--- config.mk ---
export PLATFORM = sky130hd
export DESIGN_NAME = drsh_host_port
export DESIGN_NICKNAME = d
export VERILOG_FILES = /design/src/drsh_pkg.sv /design/src/drsh_fifo_if.sv /design/src/drsh_fifo.sv /design/src/drsh_rx.sv /design/src/drsh_host_port.sv
export VERILOG_INCLUDE_DIRS = /design/src
export SDC_FILE = /design/constraint.sdc
export NUM_CORES = 1
export LEC_CHECK = 0
export BUFFER_PORTS_ARGS = -buffer_cell sky130_fd_sc_hd__buf_2
export CAP_MARGIN = 15
export CORE_MARGIN = 2
export CORE_UTILIZATION = 61
export CTS_CLUSTER_SIZE = 30
export DETAILED_ROUTE_END_ITERATION = 16
export PLACE_DENSITY = 0.87
export SLEW_MARGIN = 20
export SYNTH_ARGS = -nofsm -noshare
export SYNTH_HDL_FRONTEND = slang
export SYNTH_SLANG_ARGS = --single-unit
--- constraint.sdc ---
create_clock -name core_clk_in -period 5.8 [get_ports core_clk_in]
set_input_delay 0.29 -clock core_clk_in [delete_from_list [all_inputs] [get_ports core_clk_in]]
set_output_delay 0.29 -clock core_clk_in [all_outputs]
set_load 0.02 [all_outputs]
--- src/drsh_consts.svh ---
// constants of the host port
`ifndef DRSH_CONSTS_SVH
`define DRSH_CONSTS_SVH

// control word on bus bits 14..4
`define DRSH_CW_LSB 4
`define DRSH_CW_MSB 14
// self test off, fast clocks
`define DRSH_CW_RESET 11'h002

// stored control word fields
`define DRSH_CW_PAR_EN 0
`define DRSH_CW_SELF_TEST_N 1
`define DRSH_CW_RX1_DEC 2
`define DRSH_CW_RX1_B9 3
`define DRSH_CW_RX1_B10 4
`define DRSH_CW_RX2_DEC 5
`define DRSH_CW_RX2_B9 6
`define DRSH_CW_RX2_B10 7
`define DRSH_CW_TX_PAR_INV 8
`define DRSH_CW_TX_DIV 9
`define DRSH_CW_RX_DIV 10

// divisors and half periods
`define DRSH_DIV_FAST 7'd10
`define DRSH_DIV_SLOW 7'd80
`define DRSH_HALF_FAST 7'd5
`define DRSH_HALF_SLOW 7'd40
`define DRSH_GAP_HALVES 4'd8
`define DRSH_LAST_BIT 5'd31
`define DRSH_FIFO_DEPTH 8
`define DRSH_WORD_W 32

`endif

--- src/drsh_pkg.sv ---
// shared types of the host port
package drsh_pkg;

    typedef logic [31:0] drsh_word_t;
    typedef logic [10:0] drsh_cw_t;

    typedef enum logic [1:0]
    {
        DRSH_TX_IDLE = 2'b00,
        DRSH_TX_DATA = 2'b01,
        DRSH_TX_NULL = 2'b11,
        DRSH_TX_GAP = 2'b10
    } drsh_tx_state_t;

    // bit 1: one level, bit 0: zero level
    typedef enum logic [1:0]
    {
        DRSH_LN_NULL = 2'b00,
        DRSH_LN_ZERO = 2'b01,
        DRSH_LN_ONE = 2'b10,
        DRSH_LN_BAD = 2'b11
    } drsh_line_t;

endpackage : drsh_pkg

--- src/drsh_fifo_if.sv ---
// valid/ready carrier to the transmit fifo
`timescale 1ns/1ps
`default_nettype none
interface drsh_fifo_if #(parameter int W = 32);
    logic in_valid;
    logic in_ready;
    logic [W-1:0] in_data;
    logic out_valid;
    logic out_ready;
    logic [W-1:0] out_data;
    modport user (output in_valid, in_data, out_ready,
                  input in_ready, out_valid, out_data);
    modport store (input in_valid, in_data, out_ready,
                   output in_ready, out_valid, out_data);
endinterface : drsh_fifo_if
`default_nettype wire

--- src/drsh_fifo.sv ---
// transmit fifo with registered head
`timescale 1ns/1ps
`default_nettype none
module drsh_fifo #(
    parameter int WIDTH = 32,
    parameter int DEPTH = 8
)
(
    input wire logic clk_in,
    input wire logic rst_b_in,
    input wire logic clr_in,
    drsh_fifo_if.store f
);
    localparam int PW = $clog2(DEPTH);

    logic [WIDTH-1:0] mem [DEPTH];
    logic [PW-1:0] rd_ptr;
    logic [PW-1:0] wr_ptr;
    logic [PW:0] count;
    logic [WIDTH-1:0] head;
    logic [PW-1:0] next_rd_ptr;
    logic [PW-1:0] next_wr_ptr;
    logic [PW:0] next_count;
    logic [WIDTH-1:0] next_head;
    logic push;
    logic pop;

    assign f.in_ready = (count != DEPTH[PW:0]);
    assign f.out_valid = (count != '0);
    assign f.out_data = head;

    // ------------------------------------------------------------
    // pointers and head register
    // ------------------------------------------------------------
    always_comb
    begin
        push = f.in_valid && f.in_ready;
        pop = f.out_ready && f.out_valid;
        next_rd_ptr = pop ? rd_ptr + 1'b1 : rd_ptr;
        next_wr_ptr = push ? wr_ptr + 1'b1 : wr_ptr;
        next_count = count + {{PW{1'b0}}, push} - {{PW{1'b0}}, pop};
        // bypass keeps head right on write to empty slot
        if (push && (wr_ptr == next_rd_ptr))
        begin
            next_head = f.in_data;
        end
        else
        begin
            next_head = mem[next_rd_ptr];
        end
        if (clr_in)
        begin
            next_rd_ptr = '0;
            next_wr_ptr = '0;
            next_count = '0;
        end
    end

    always_ff @(posedge clk_in or negedge rst_b_in)
    begin
        if (!rst_b_in)
        begin
            rd_ptr <= '0;
            wr_ptr <= '0;
            count <= '0;
            head <= '0;
        end
        else
        begin
            rd_ptr <= next_rd_ptr;
            wr_ptr <= next_wr_ptr;
            count <= next_count;
            head <= next_head;
        end
    end

    always_ff @(posedge clk_in)
    begin
        if (push && !clr_in)
        begin
            mem[wr_ptr] <= f.in_data;
        end
    end

endmodule : drsh_fifo
`default_nettype wire

--- src/drsh_rx.sv ---
// one receiver: decode, assemble, match, flag
`timescale 1ns/1ps
`default_nettype none
`include "drsh_consts.svh"
module drsh_rx
    import drsh_pkg::*;
(
    input wire logic clk_in,
    input wire logic rst_b_in,
    input wire logic clr_in,
    input wire logic [1:0] line_in,
    input wire logic decode_en_in,
    input wire logic [1:0] match_in,
    input wire logic [6:0] bit_time_in,
    input wire logic read_in,
    input wire logic read_sel_in,
    output logic [31:0] word_out,
    output logic ready_n_out
);
    drsh_line_t prev_line;
    drsh_line_t next_prev_line;
    drsh_line_t line;
    drsh_word_t shift;
    drsh_word_t next_shift;
    drsh_word_t next_word;
    logic [4:0] nbits;
    logic [4:0] next_nbits;
    logic [6:0] ncnt;
    logic [6:0] next_ncnt;
    logic [1:0] got;
    logic [1:0] next_got;
    logic next_ready_n;
    logic eos;

    always_comb
    begin
        line = drsh_line_t'(line_in);
        next_prev_line = line;
        next_shift = shift;
        next_nbits = nbits;
        next_ncnt = ncnt;
        next_word = word_out;
        next_ready_n = ready_n_out;
        next_got = got;
        eos = 1'b0;
        if (line == DRSH_LN_BAD)
        begin
            next_nbits = '0; // RQ22
            next_ncnt = '0;
        end
        else if (line == DRSH_LN_NULL)
        begin
            // long null drops a partial word
            if (ncnt < bit_time_in)
            begin
                next_ncnt = ncnt + 7'd1;
            end
            else
            begin
                next_nbits = '0; // RQ22
            end
        end
        else
        begin
            next_ncnt = '0;
            if (prev_line == DRSH_LN_NULL)
            begin
                next_shift = {line == DRSH_LN_ONE, shift[31:1]}; // RQ21
                if (nbits == `DRSH_LAST_BIT)
                begin
                    eos = 1'b1;
                    next_nbits = '0;
                end
                else
                begin
                    next_nbits = nbits + 5'd1;
                end
            end
        end
        if (read_in)
        begin
            next_got = got | (read_sel_in ? 2'b10 : 2'b01); // RQ1
            if (next_got == 2'b11)
            begin
                next_ready_n = 1'b1; // RQ24
                next_got = 2'b00;
            end
        end
        // a new word wins over a read in the same cycle
        if (eos && (!decode_en_in || next_shift[9:8] == match_in))
        begin
            next_word = {~^next_shift, next_shift[30:0]}; // RQ23
            next_ready_n = 1'b0; // RQ24
            next_got = 2'b00;
        end
        if (clr_in)
        begin
            next_shift = '0; // RQ25
            next_nbits = '0;
            next_ncnt = '0;
            next_word = '0;
            next_ready_n = 1'b1;
            next_got = 2'b00;
        end
    end

    always_ff @(posedge clk_in or negedge rst_b_in)
    begin
        if (!rst_b_in)
        begin
            prev_line <= DRSH_LN_NULL;
            shift <= '0;
            nbits <= '0;
            ncnt <= '0;
            word_out <= '0;
            ready_n_out <= 1'b1;
            got <= 2'b00;
        end
        else
        begin
            prev_line <= next_prev_line;
            shift <= next_shift;
            nbits <= next_nbits;
            ncnt <= next_ncnt;
            word_out <= next_word;
            ready_n_out <= next_ready_n;
            got <= next_got;
        end
    end

endmodule : drsh_rx
`default_nettype wire

--- src/drsh_host_port.sv ---
// serial host port, top level
//
// Summary of operation
// RQ1 - select low reads byte 1, high byte 2
// RQ2 - rx1 enable drives its selected byte
// RQ3 - rx2 enable acts only while rx1 enable is high
// RQ4 - low load strobe latches byte 1
// RQ5 - host pulses high load strobe only after low one
// RQ6 - tx ready drops on load, rises when idle and empty
// RQ7 - ones and zeros each pulse their own output
// RQ8 - tx clock is clock divided by 10 or 80
// RQ9 - master reset is active low
// RQ10 - data bit control enable active low, open is inactive
// RQ11 - eleven control bits load on strobe rising edge
// RQ12 - bus bit 4 enables parity in sent bit 32
// RQ13 - bus bit 5 low loops tx outputs into receivers
// RQ14 - bus bit 6 enables rx1 label match to bits 7, 8
// RQ15 - bus bit 9 enables rx2 label match to bits 10, 11
// RQ16 - bus bit 12 low odd parity, high even
// RQ17 - bus bit 13 picks tx divisor 10 or 80
// RQ18 - bus bit 14 picks rx divisor 10 or 80
// RQ19 - host applies master reset after control writes
// RQ20 - fixed word-bit to bus-bit map for both bytes
// RQ21 - word bit 1 goes first both ways
// RQ22 - receivers drop words with out-of-range levels
// RQ23 - stored bit 32 is 0 on odd parity, 1 on error
// RQ24 - ready drops on a word, rises when both bytes read
// RQ25 - master reset clears all but control word (tx clock divider and tx_clk_out keep running)
// RQ26 - enable high forces parity; low lets bit 4 choose
// RQ27 - strobes active low; bus driven while low
`timescale 1ns/1ps
`default_nettype none
`include "drsh_consts.svh"
module drsh_host_port
    import drsh_pkg::*;
(
    input wire logic core_clk_in,
    input wire logic rst_b_in,
    input wire logic master_reset_n_in,
    input wire logic [15:0] bd_in,
    output logic [15:0] bd_out,
    output logic bd_oe_out,
    input wire logic byte_select_in,
    input wire logic rx1_read_enable_n_in,
    input wire logic rx2_read_enable_n_in,
    input wire logic load_low_byte_n_in,
    input wire logic load_high_byte_n_in,
    input wire logic control_word_strobe_in,
    input wire logic transmit_enable_in,
    input wire logic data_bit_control_enable_n_in,
    input wire logic [1:0] rx1_line_in,
    input wire logic [1:0] rx2_line_in,
    output logic rx1_word_ready_n_out,
    output logic rx2_word_ready_n_out,
    output logic tx_ready_out,
    output logic line_out_ones_out,
    output logic line_out_zeros_out,
    output logic tx_clk_out
);
    // ------------------------------------------------------------
    // word and bus mapping
    // ------------------------------------------------------------
    function automatic logic [15:0] drsh_byte1(input drsh_word_t w);
        drsh_byte1 = {w[12], w[11], w[10], w[9], w[8], w[30], w[29],
                      w[31], w[0], w[1], w[2], w[3], w[4], w[5], w[6],
                      w[7]};
    endfunction : drsh_byte1

    function automatic drsh_word_t drsh_pack(input logic [15:0] b1,
                                             input logic [15:0] b2);
        drsh_pack = {b1[8], b1[10], b1[9], b2, b1[15], b1[14], b1[13],
                     b1[12], b1[11], b1[0], b1[1], b1[2], b1[3], b1[4],
                     b1[5], b1[6], b1[7]};
    endfunction : drsh_pack

    function automatic logic [15:0] drsh_pick(input drsh_word_t w,
                                              input logic sel);
        drsh_pick = sel ? w[28:13] : drsh_byte1(w);
    endfunction : drsh_pick

    // ------------------------------------------------------------
    // declarations
    // ------------------------------------------------------------
    logic en1_q, en2_q, pl1_q, pl2_q, cws_q;
    logic mr;
    drsh_cw_t cw;
    drsh_cw_t next_cw;
    logic [15:0] next_bd_out;
    logic next_bd_oe;
    logic rx1_read, rx2_read;
    drsh_word_t rx1_word, rx2_word;
    logic [1:0] rx1_src, rx2_src;
    logic [6:0] rx_bit_time;
    logic [15:0] low_byte;
    logic [15:0] next_low_byte;
    logic low_valid;
    logic next_low_valid;
    logic push;
    logic [6:0] half;
    logic [6:0] hcnt;
    logic [6:0] next_hcnt;
    logic tick;
    logic next_tx_clk;
    drsh_tx_state_t state;
    drsh_tx_state_t next_state;
    drsh_word_t shift;
    drsh_word_t next_shift;
    logic [4:0] bitn;
    logic [4:0] next_bitn;
    logic [3:0] gap;
    logic [3:0] next_gap;
    logic pop;
    logic par_bit;
    logic next_ones, next_zeros, next_tx_ready;

    drsh_fifo_if #(.W(`DRSH_WORD_W)) fifo_bus ();

    assign mr = ~master_reset_n_in; // RQ9

    // ------------------------------------------------------------
    // strobe history
    // ------------------------------------------------------------
    always_ff @(posedge core_clk_in or negedge rst_b_in)
    begin
        if (!rst_b_in)
        begin
            en1_q <= 1'b1;
            en2_q <= 1'b1;
            pl1_q <= 1'b1;
            pl2_q <= 1'b1;
            cws_q <= 1'b0;
        end
        else
        begin
            en1_q <= rx1_read_enable_n_in;
            en2_q <= rx2_read_enable_n_in;
            pl1_q <= load_low_byte_n_in;
            pl2_q <= load_high_byte_n_in;
            cws_q <= control_word_strobe_in;
        end
    end

    // ------------------------------------------------------------
    // control word and data bus
    // ------------------------------------------------------------
    always_comb
    begin
        next_cw = cw;
        // master reset leaves this alone
        if (control_word_strobe_in && !cws_q)
        begin
            next_cw = bd_in[`DRSH_CW_MSB:`DRSH_CW_LSB]; // RQ11
        end
        next_bd_oe = !rx1_read_enable_n_in || !rx2_read_enable_n_in; // RQ27
        if (!rx1_read_enable_n_in)
        begin
            next_bd_out = drsh_pick(rx1_word, byte_select_in); // RQ2 RQ20
        end
        else if (!rx2_read_enable_n_in)
        begin
            next_bd_out = drsh_pick(rx2_word, byte_select_in); // RQ3 RQ20
        end
        else
        begin
            next_bd_out = 16'h0000;
        end
        // byte read counted at strobe start
        rx1_read = !rx1_read_enable_n_in && en1_q; // RQ1
        rx2_read = !rx2_read_enable_n_in && en2_q
                   && rx1_read_enable_n_in; // RQ3
    end

    always_ff @(posedge core_clk_in or negedge rst_b_in)
    begin
        if (!rst_b_in)
        begin
            cw <= `DRSH_CW_RESET;
            bd_out <= 16'h0000;
            bd_oe_out <= 1'b0;
        end
        else
        begin
            cw <= next_cw;
            bd_out <= next_bd_out;
            bd_oe_out <= next_bd_oe;
        end
    end

    // ------------------------------------------------------------
    // receivers
    // ------------------------------------------------------------
    always_comb
    begin
        rx_bit_time = cw[`DRSH_CW_RX_DIV] ? `DRSH_DIV_SLOW
                                           : `DRSH_DIV_FAST; // RQ18
        if (!cw[`DRSH_CW_SELF_TEST_N])
        begin
            // loopback: rx2 sees the complement
            rx1_src = {line_out_ones_out, line_out_zeros_out}; // RQ13
            rx2_src = {line_out_zeros_out, line_out_ones_out}; // RQ13
        end
        else
        begin
            rx1_src = rx1_line_in;
            rx2_src = rx2_line_in;
        end
    end

    drsh_rx rx1 (
        .clk_in(core_clk_in),
        .rst_b_in(rst_b_in),
        .clr_in(mr),
        .line_in(rx1_src),
        .decode_en_in(cw[`DRSH_CW_RX1_DEC]), // RQ14
        .match_in({cw[`DRSH_CW_RX1_B10], cw[`DRSH_CW_RX1_B9]}),
        .bit_time_in(rx_bit_time),
        .read_in(rx1_read),
        .read_sel_in(byte_select_in),
        .word_out(rx1_word),
        .ready_n_out(rx1_word_ready_n_out)
    );

    drsh_rx rx2 (
        .clk_in(core_clk_in),
        .rst_b_in(rst_b_in),
        .clr_in(mr),
        .line_in(rx2_src),
        .decode_en_in(cw[`DRSH_CW_RX2_DEC]), // RQ15
        .match_in({cw[`DRSH_CW_RX2_B10], cw[`DRSH_CW_RX2_B9]}),
        .bit_time_in(rx_bit_time),
        .read_in(rx2_read),
        .read_sel_in(byte_select_in),
        .word_out(rx2_word),
        .ready_n_out(rx2_word_ready_n_out)
    );

    // ------------------------------------------------------------
    // transmit loading
    // ------------------------------------------------------------
    always_comb
    begin
        next_low_byte = low_byte;
        next_low_valid = low_valid;
        push = 1'b0;
        if (!load_low_byte_n_in && pl1_q)
        begin
            next_low_byte = bd_in; // RQ4
            next_low_valid = 1'b1;
        end
        else if (!load_high_byte_n_in && pl2_q && low_valid)
        begin
            // a full fifo ignores the load
            push = fifo_bus.in_ready; // RQ5
            next_low_valid = 1'b0;
        end
        if (mr)
        begin
            next_low_valid = 1'b0; // RQ25
            push = 1'b0;
        end
    end

    assign fifo_bus.in_valid = push;
    assign fifo_bus.in_data = drsh_pack(low_byte, bd_in); // RQ20
    assign fifo_bus.out_ready = pop;

    always_ff @(posedge core_clk_in or negedge rst_b_in)
    begin
        if (!rst_b_in)
        begin
            low_byte <= 16'h0000;
            low_valid <= 1'b0;
        end
        else
        begin
            low_byte <= next_low_byte;
            low_valid <= next_low_valid;
        end
    end

    drsh_fifo #(.WIDTH(`DRSH_WORD_W), .DEPTH(`DRSH_FIFO_DEPTH)) tx_fifo (
        .clk_in(core_clk_in),
        .rst_b_in(rst_b_in),
        .clr_in(mr),
        .f(fifo_bus)
    );

    // ------------------------------------------------------------
    // transmit clock divider
    // ------------------------------------------------------------
    always_comb
    begin
        half = cw[`DRSH_CW_TX_DIV] ? `DRSH_HALF_SLOW
                                    : `DRSH_HALF_FAST; // RQ17
        // >= stays sane if the divisor drops mid count
        tick = (hcnt >= half - 7'd1);
        next_hcnt = tick ? 7'd0 : hcnt + 7'd1;
        next_tx_clk = tick ? !tx_clk_out : tx_clk_out; // RQ8
    end

    always_ff @(posedge core_clk_in or negedge rst_b_in)
    begin
        if (!rst_b_in)
        begin
            hcnt <= 7'd0;
            tx_clk_out <= 1'b0;
        end
        else
        begin
            hcnt <= next_hcnt;
            tx_clk_out <= next_tx_clk;
        end
    end

    // ------------------------------------------------------------
    // transmit sequencer
    // ------------------------------------------------------------
    always_comb
    begin
        next_state = state;
        next_shift = shift;
        next_bitn = bitn;
        next_gap = gap;
        pop = 1'b0;
        // odd parity unless inverted
        par_bit = ~^fifo_bus.out_data[30:0]
                  ^ cw[`DRSH_CW_TX_PAR_INV]; // RQ16
        unique case (state)
            DRSH_TX_IDLE:
            begin
                if (tick && transmit_enable_in && fifo_bus.out_valid)
                begin
                    pop = 1'b1;
                    next_shift = fifo_bus.out_data;
                    if (data_bit_control_enable_n_in
                        || cw[`DRSH_CW_PAR_EN]) // RQ10 RQ12 RQ26
                    begin
                        next_shift[31] = par_bit; // RQ26
                    end
                    next_bitn = 5'd0;
                    next_state = DRSH_TX_DATA;
                end
            end
            DRSH_TX_DATA:
            begin
                if (tick)
                begin
                    next_state = DRSH_TX_NULL;
                end
            end
            DRSH_TX_NULL:
            begin
                if (tick)
                begin
                    next_shift = {1'b0, shift[31:1]}; // RQ21
                    if (bitn == `DRSH_LAST_BIT)
                    begin
                        next_gap = 4'd0;
                        next_state = DRSH_TX_GAP;
                    end
                    else
                    begin
                        next_bitn = bitn + 5'd1;
                        next_state = DRSH_TX_DATA;
                    end
                end
            end
            DRSH_TX_GAP:
            begin
                if (tick)
                begin
                    next_gap = gap + 4'd1;
                    if (next_gap == `DRSH_GAP_HALVES)
                    begin
                        next_state = DRSH_TX_IDLE;
                    end
                end
            end
        endcase
        if (mr)
        begin
            next_state = DRSH_TX_IDLE; // RQ25
            pop = 1'b0;
        end
        next_ones = (next_state == DRSH_TX_DATA) && next_shift[0]; // RQ7
        next_zeros = (next_state == DRSH_TX_DATA) && !next_shift[0]; // RQ7
        next_tx_ready = !fifo_bus.out_valid && !push && !low_valid
                        && (next_state == DRSH_TX_IDLE); // RQ6
        if (mr)
        begin
            next_tx_ready = 1'b1; // RQ25
        end
    end

    always_ff @(posedge core_clk_in or negedge rst_b_in)
    begin
        if (!rst_b_in)
        begin
            state <= DRSH_TX_IDLE;
            shift <= '0;
            bitn <= 5'd0;
            gap <= 4'd0;
            line_out_ones_out <= 1'b0;
            line_out_zeros_out <= 1'b0;
            tx_ready_out <= 1'b1;
        end
        else
        begin
            state <= next_state;
            shift <= next_shift;
            bitn <= next_bitn;
            gap <= next_gap;
            line_out_ones_out <= next_ones;
            line_out_zeros_out <= next_zeros;
            tx_ready_out <= next_tx_ready;
        end
    end

endmodule : drsh_host_port
`default_nettype wire

==> impl_results.md <==
- Setup TNS: 0 ps
- Main synth FF type: dfrtp_1
- CTS tree: done
- Crit path from: cw[9]$_DFFE_PN0P_
- Core box area: 40000 um^2
- Worst Path Max Fanout: 66
- Reg2reg end: tx_fifo.f.out_data[13]$_DFF_PN0_
- Hold buffer count at cts: 15
- Initial antenna violation count: 0
- Fmax: 226 MHz
- RSZ-0062 raised after global routing: no
- DP Area: 25500 um^2
- Worst Skew: 24.7 ps
- DRC: 0
- I/O Pins: 54
- GRT overflow: 0
- Final Max Slew Viols: 0
- Vias in the first global route: 17000
- Final RePlAce weighted congestion: 0.801
- Synth Register Bits: 564
- Bufs on Longest Clock Path: 3
- Combinational Power Share: 19.3%
- Slew headroom: 24.4%
- Internal: 0.00729 W
- Ys async rst share: 54.6%
- Antenna fix cells: 0
- Max-Cap Viols: 0
- Final hold viol count: 0
- Wire per inst: 23.1 um
- Core Rows: 73
- Resized cells post-CTS: 0
- Setup crit start kind: flip-flop
- Vias: 16800
- Vias per cell: 6.59
- Tcrit/Tclk final: 76.3%
- Final nets: 2043
- Synthesis Warnings: 0
- Syn_nets: 2036
- Die Wd: 206 um
- Flop-to-flop setup slack: 1380 ps
- Initial core utilization: 62.2%
- Netlist cell types: 65
- Die area: 42400 um^2
- Reg-to-Reg Start: cw[9]$_DFFE_PN0P_
- Leakage dissipation: 10.6 nW
- Setup Fix Bufs, Post-CTS: 0
- Largest net degree at the start of global routing: 170
- Number of port buffers: 53
- Critical path class: flip-flop to flip-flop
- Switching portion of total power: 29.1%
- # setup viols final: 0
- Antenna viol nets, final: 0
- Seq pwr share: 45.0%
- Worst-path clk slew: 60 ps
- Worst setup EP type: flip-flop
- CTS H-tree lvls: 2
- Final HPWL DP: 33200 um
- HP Class: input pin to flip-flop
- Share of cells above drive strength 1: 12.9%
- Clock Power Share: 35.7%
- Mapped Cells: 1965
- Tmin final: 4420 ps
- Pre-Repair DR Iteration Count: 5
- Worst slew pin tran: 1130 ps
- Post-synth EDFFs: 256
- Syn Area/Cell: 12.7 um^2
- Initial drt markers: 1796
- CTS Buf Count: 55
- Peak supply drop: 0.283 mV
- Clock Tree Root: clkbuf_16
- CP Capture Point: tx_fifo.f.out_data[13]$_DFF_PN0_
- Seq/Total Area, Yosys: 61.9%
- Pwr Density: 373 nW/um^2
- Reg2reg path depth: 10
- Final instance area: 27600 um^2
- Area Growth Syn to Fin: 10.7%
- Status: completed
- Clk sinks: 564
- Clock Latency Late Sink: 620 ps
- Sw Pwr: 0.00300 W
- Die Span Y: 206 um
- Req. time, crit path: 6300 ps
- First-pass GRT wire length: 93300 um
- Mapped cell area: 24900 um^2
- CP arrival: 4930 ps
- WL final: 58700 um
- Gr usage total: 28.3%
[per-layer routing]
| metal | vias to the layer above | wire, um | track usage (%) |
|---|---|---|---|
| li1 | 7392 | - | - |
| met1 | 8387 | 22300 | 36.7 |
| met2 | 823 | 29300 | 47.5 |
| met3 | 164 | 5080 | 5.69 |
| met4 | 0 | 1990 | 10.6 |
| met5 | - | 0 | 0 |
[worst min path at each step]
stage	startpoint	endpoint	slack, ps	cells past startpoint
finish	bd_in[4]	tx_fifo.mem[0][17]$_DFFE_PP_	30	1
global route	bd_in[6]	tx_fifo.mem[1][19]$_DFFE_PP_	40	1
CTS	bd_in[6]	tx_fifo.mem[4][19]$_DFFE_PP_	3	1
detailed placement	rst_b_in	tx_fifo.f.out_data[6]$_DFF_PN0_	320	1
global placement	rst_b_in	tx_fifo.f.out_data[12]$_DFF_PN0_	330	1
floorplan	rst_b_in	bd_oe_out$_DFF_PN0_	-6	0
[placed cells by master, fill, tap and decap left out, types with 5 or more instances in the layout]
cell	count
o22ai_1	18
bufinv_16	7
clkbuf_16	56
buf_2	52
clkinvlp_4	6
nor2b_1	10
a21oi_1	20
or2_2	5
clkbuf_1	11
clkinv_1	13
nor4_1	32
a2111oi_0	125
inv_1	23
ha_1	39
a211oi_1	64
edfxtp_1	256
a22oi_1	35
nand2_1	79
xor2_1	21
mux2i_1	109
and3_1	137
mux2_2	58
xnor2_1	100
o21ai_0	75
nor2_1	175
nand2b_1	15
buf_4	27
dlygate4sd3_1	15
nand3_1	17
o31ai_1	11
dfstp_2	8
a31oi_1	7
and2_1	5
dfrtp_1	300
[per-stage QoR]
stage               power [W]  cells  setup slack (ps)  util [%]  hold WS, ps
floorplan             0.00598   1965              1380         -        -5.59
global placement      0.00652   2425              1580      63.8          331
finish                 0.0103   2544              1380      68.9         25.7
CTS                    0.0103   2544              1530      68.8         3.40
detailed placement    0.00660   2425              1410      63.8          321
global route           0.0106   2544              1110      68.9         40.2
[logic make-up after synthesis]
family          synth area share, %
compound gates                 11.5
xor+xnor                       4.33
fa+ha+maj                      2.04
buf+inv                        2.88
flops                          61.9
mux                            7.14
simple gates                   10.2
[power by group through the flow]
| stage | sequential, W | combinational (W) | clock, W |
|---|---|---|---|
| 2_1_floorplan | 0.00460 | 0.00138 | 0 |
| 3_3_place_gp | 0.00468 | 0.00184 | 0 |
| 3_5_place_dp | 0.00470 | 0.00191 | 0 |
| 4_1_cts | 0.00462 | 0.00195 | 0.00370 |
| 5_1_grt | 0.00465 | 0.00211 | 0.00386 |
| 6_report | 0.00463 | 0.00199 | 0.00367 |
[synth_stat cells (all sizes together), types with 5 or more instances]
master | instances | area [um^2]
dfrtp | 300 | 7510
edfxtp | 256 | 7690
nor2 | 178 | 668
and3 | 139 | 870
a2111oi | 128 | 1120
mux2i | 110 | 1100
clkbuf | 109 | 410
xnor2 | 101 | 885
nand2 | 80 | 300
o21ai | 77 | 397
a211oi | 64 | 480
mux2 | 60 | 676
ha | 39 | 488
buf | 37 | 215
a22oi | 35 | 263
nor4 | 34 | 213
inv | 24 | 90.1
a21oi | 22 | 114
xor2 | 22 | 193
o22ai | 18 | 113
nand3 | 17 | 85.1
nand2b | 15 | 93.8
o31ai | 12 | 95.1
nor2b | 10 | 62.6
dfstp | 8 | 210
a31oi | 7 | 43.8
nor3b | 7 | 52.6
nor3 | 6 | 30.0
and2 | 5 | 31.3
or2 | 5 | 31.3
[worst max-delay path, stage by stage (launching register included)]
cell	delay, ps
dfrtp_1	350
inv_1	80
ha_1	200
a211o_1	340
o21ai_4	320
a211o_2	760
nand2_4	540
buf_4	510
a2111oi_0	700
nor4_1	150
mux2_2	290
[sequential cells by signal, summed over array words and instances, names as in the netlist, 4 cells and up]
register            flops
bitn                    5
low_byte               16
shift                  32
rx2.word_out           32
rx1.word_out           32
gap                     4
tx_fifo.f.out_data     32
rx2.ncnt                7
hcnt                    7
tx_fifo.count           4
rx1.ncnt                7
rx2.nbits               5
cw                     11
bd_out                 16
rx1.nbits               5
tx_fifo.mem           256
rx1.shift              32
rx2.shift              32
[layout make-up]
class                           count  area (um^2)
Clock buffer                       70         1480
Tap cell                          525          657
Sequential cell                   564        15400
Timing Repair Buffer               96          648
Fill cell                        2525        12500
Inverter                           24         92.6
Clock inverter                     34          367
Multi-Input combinational cell   1231         8900
Note: power is estimated with default switching activity, not from simulation.
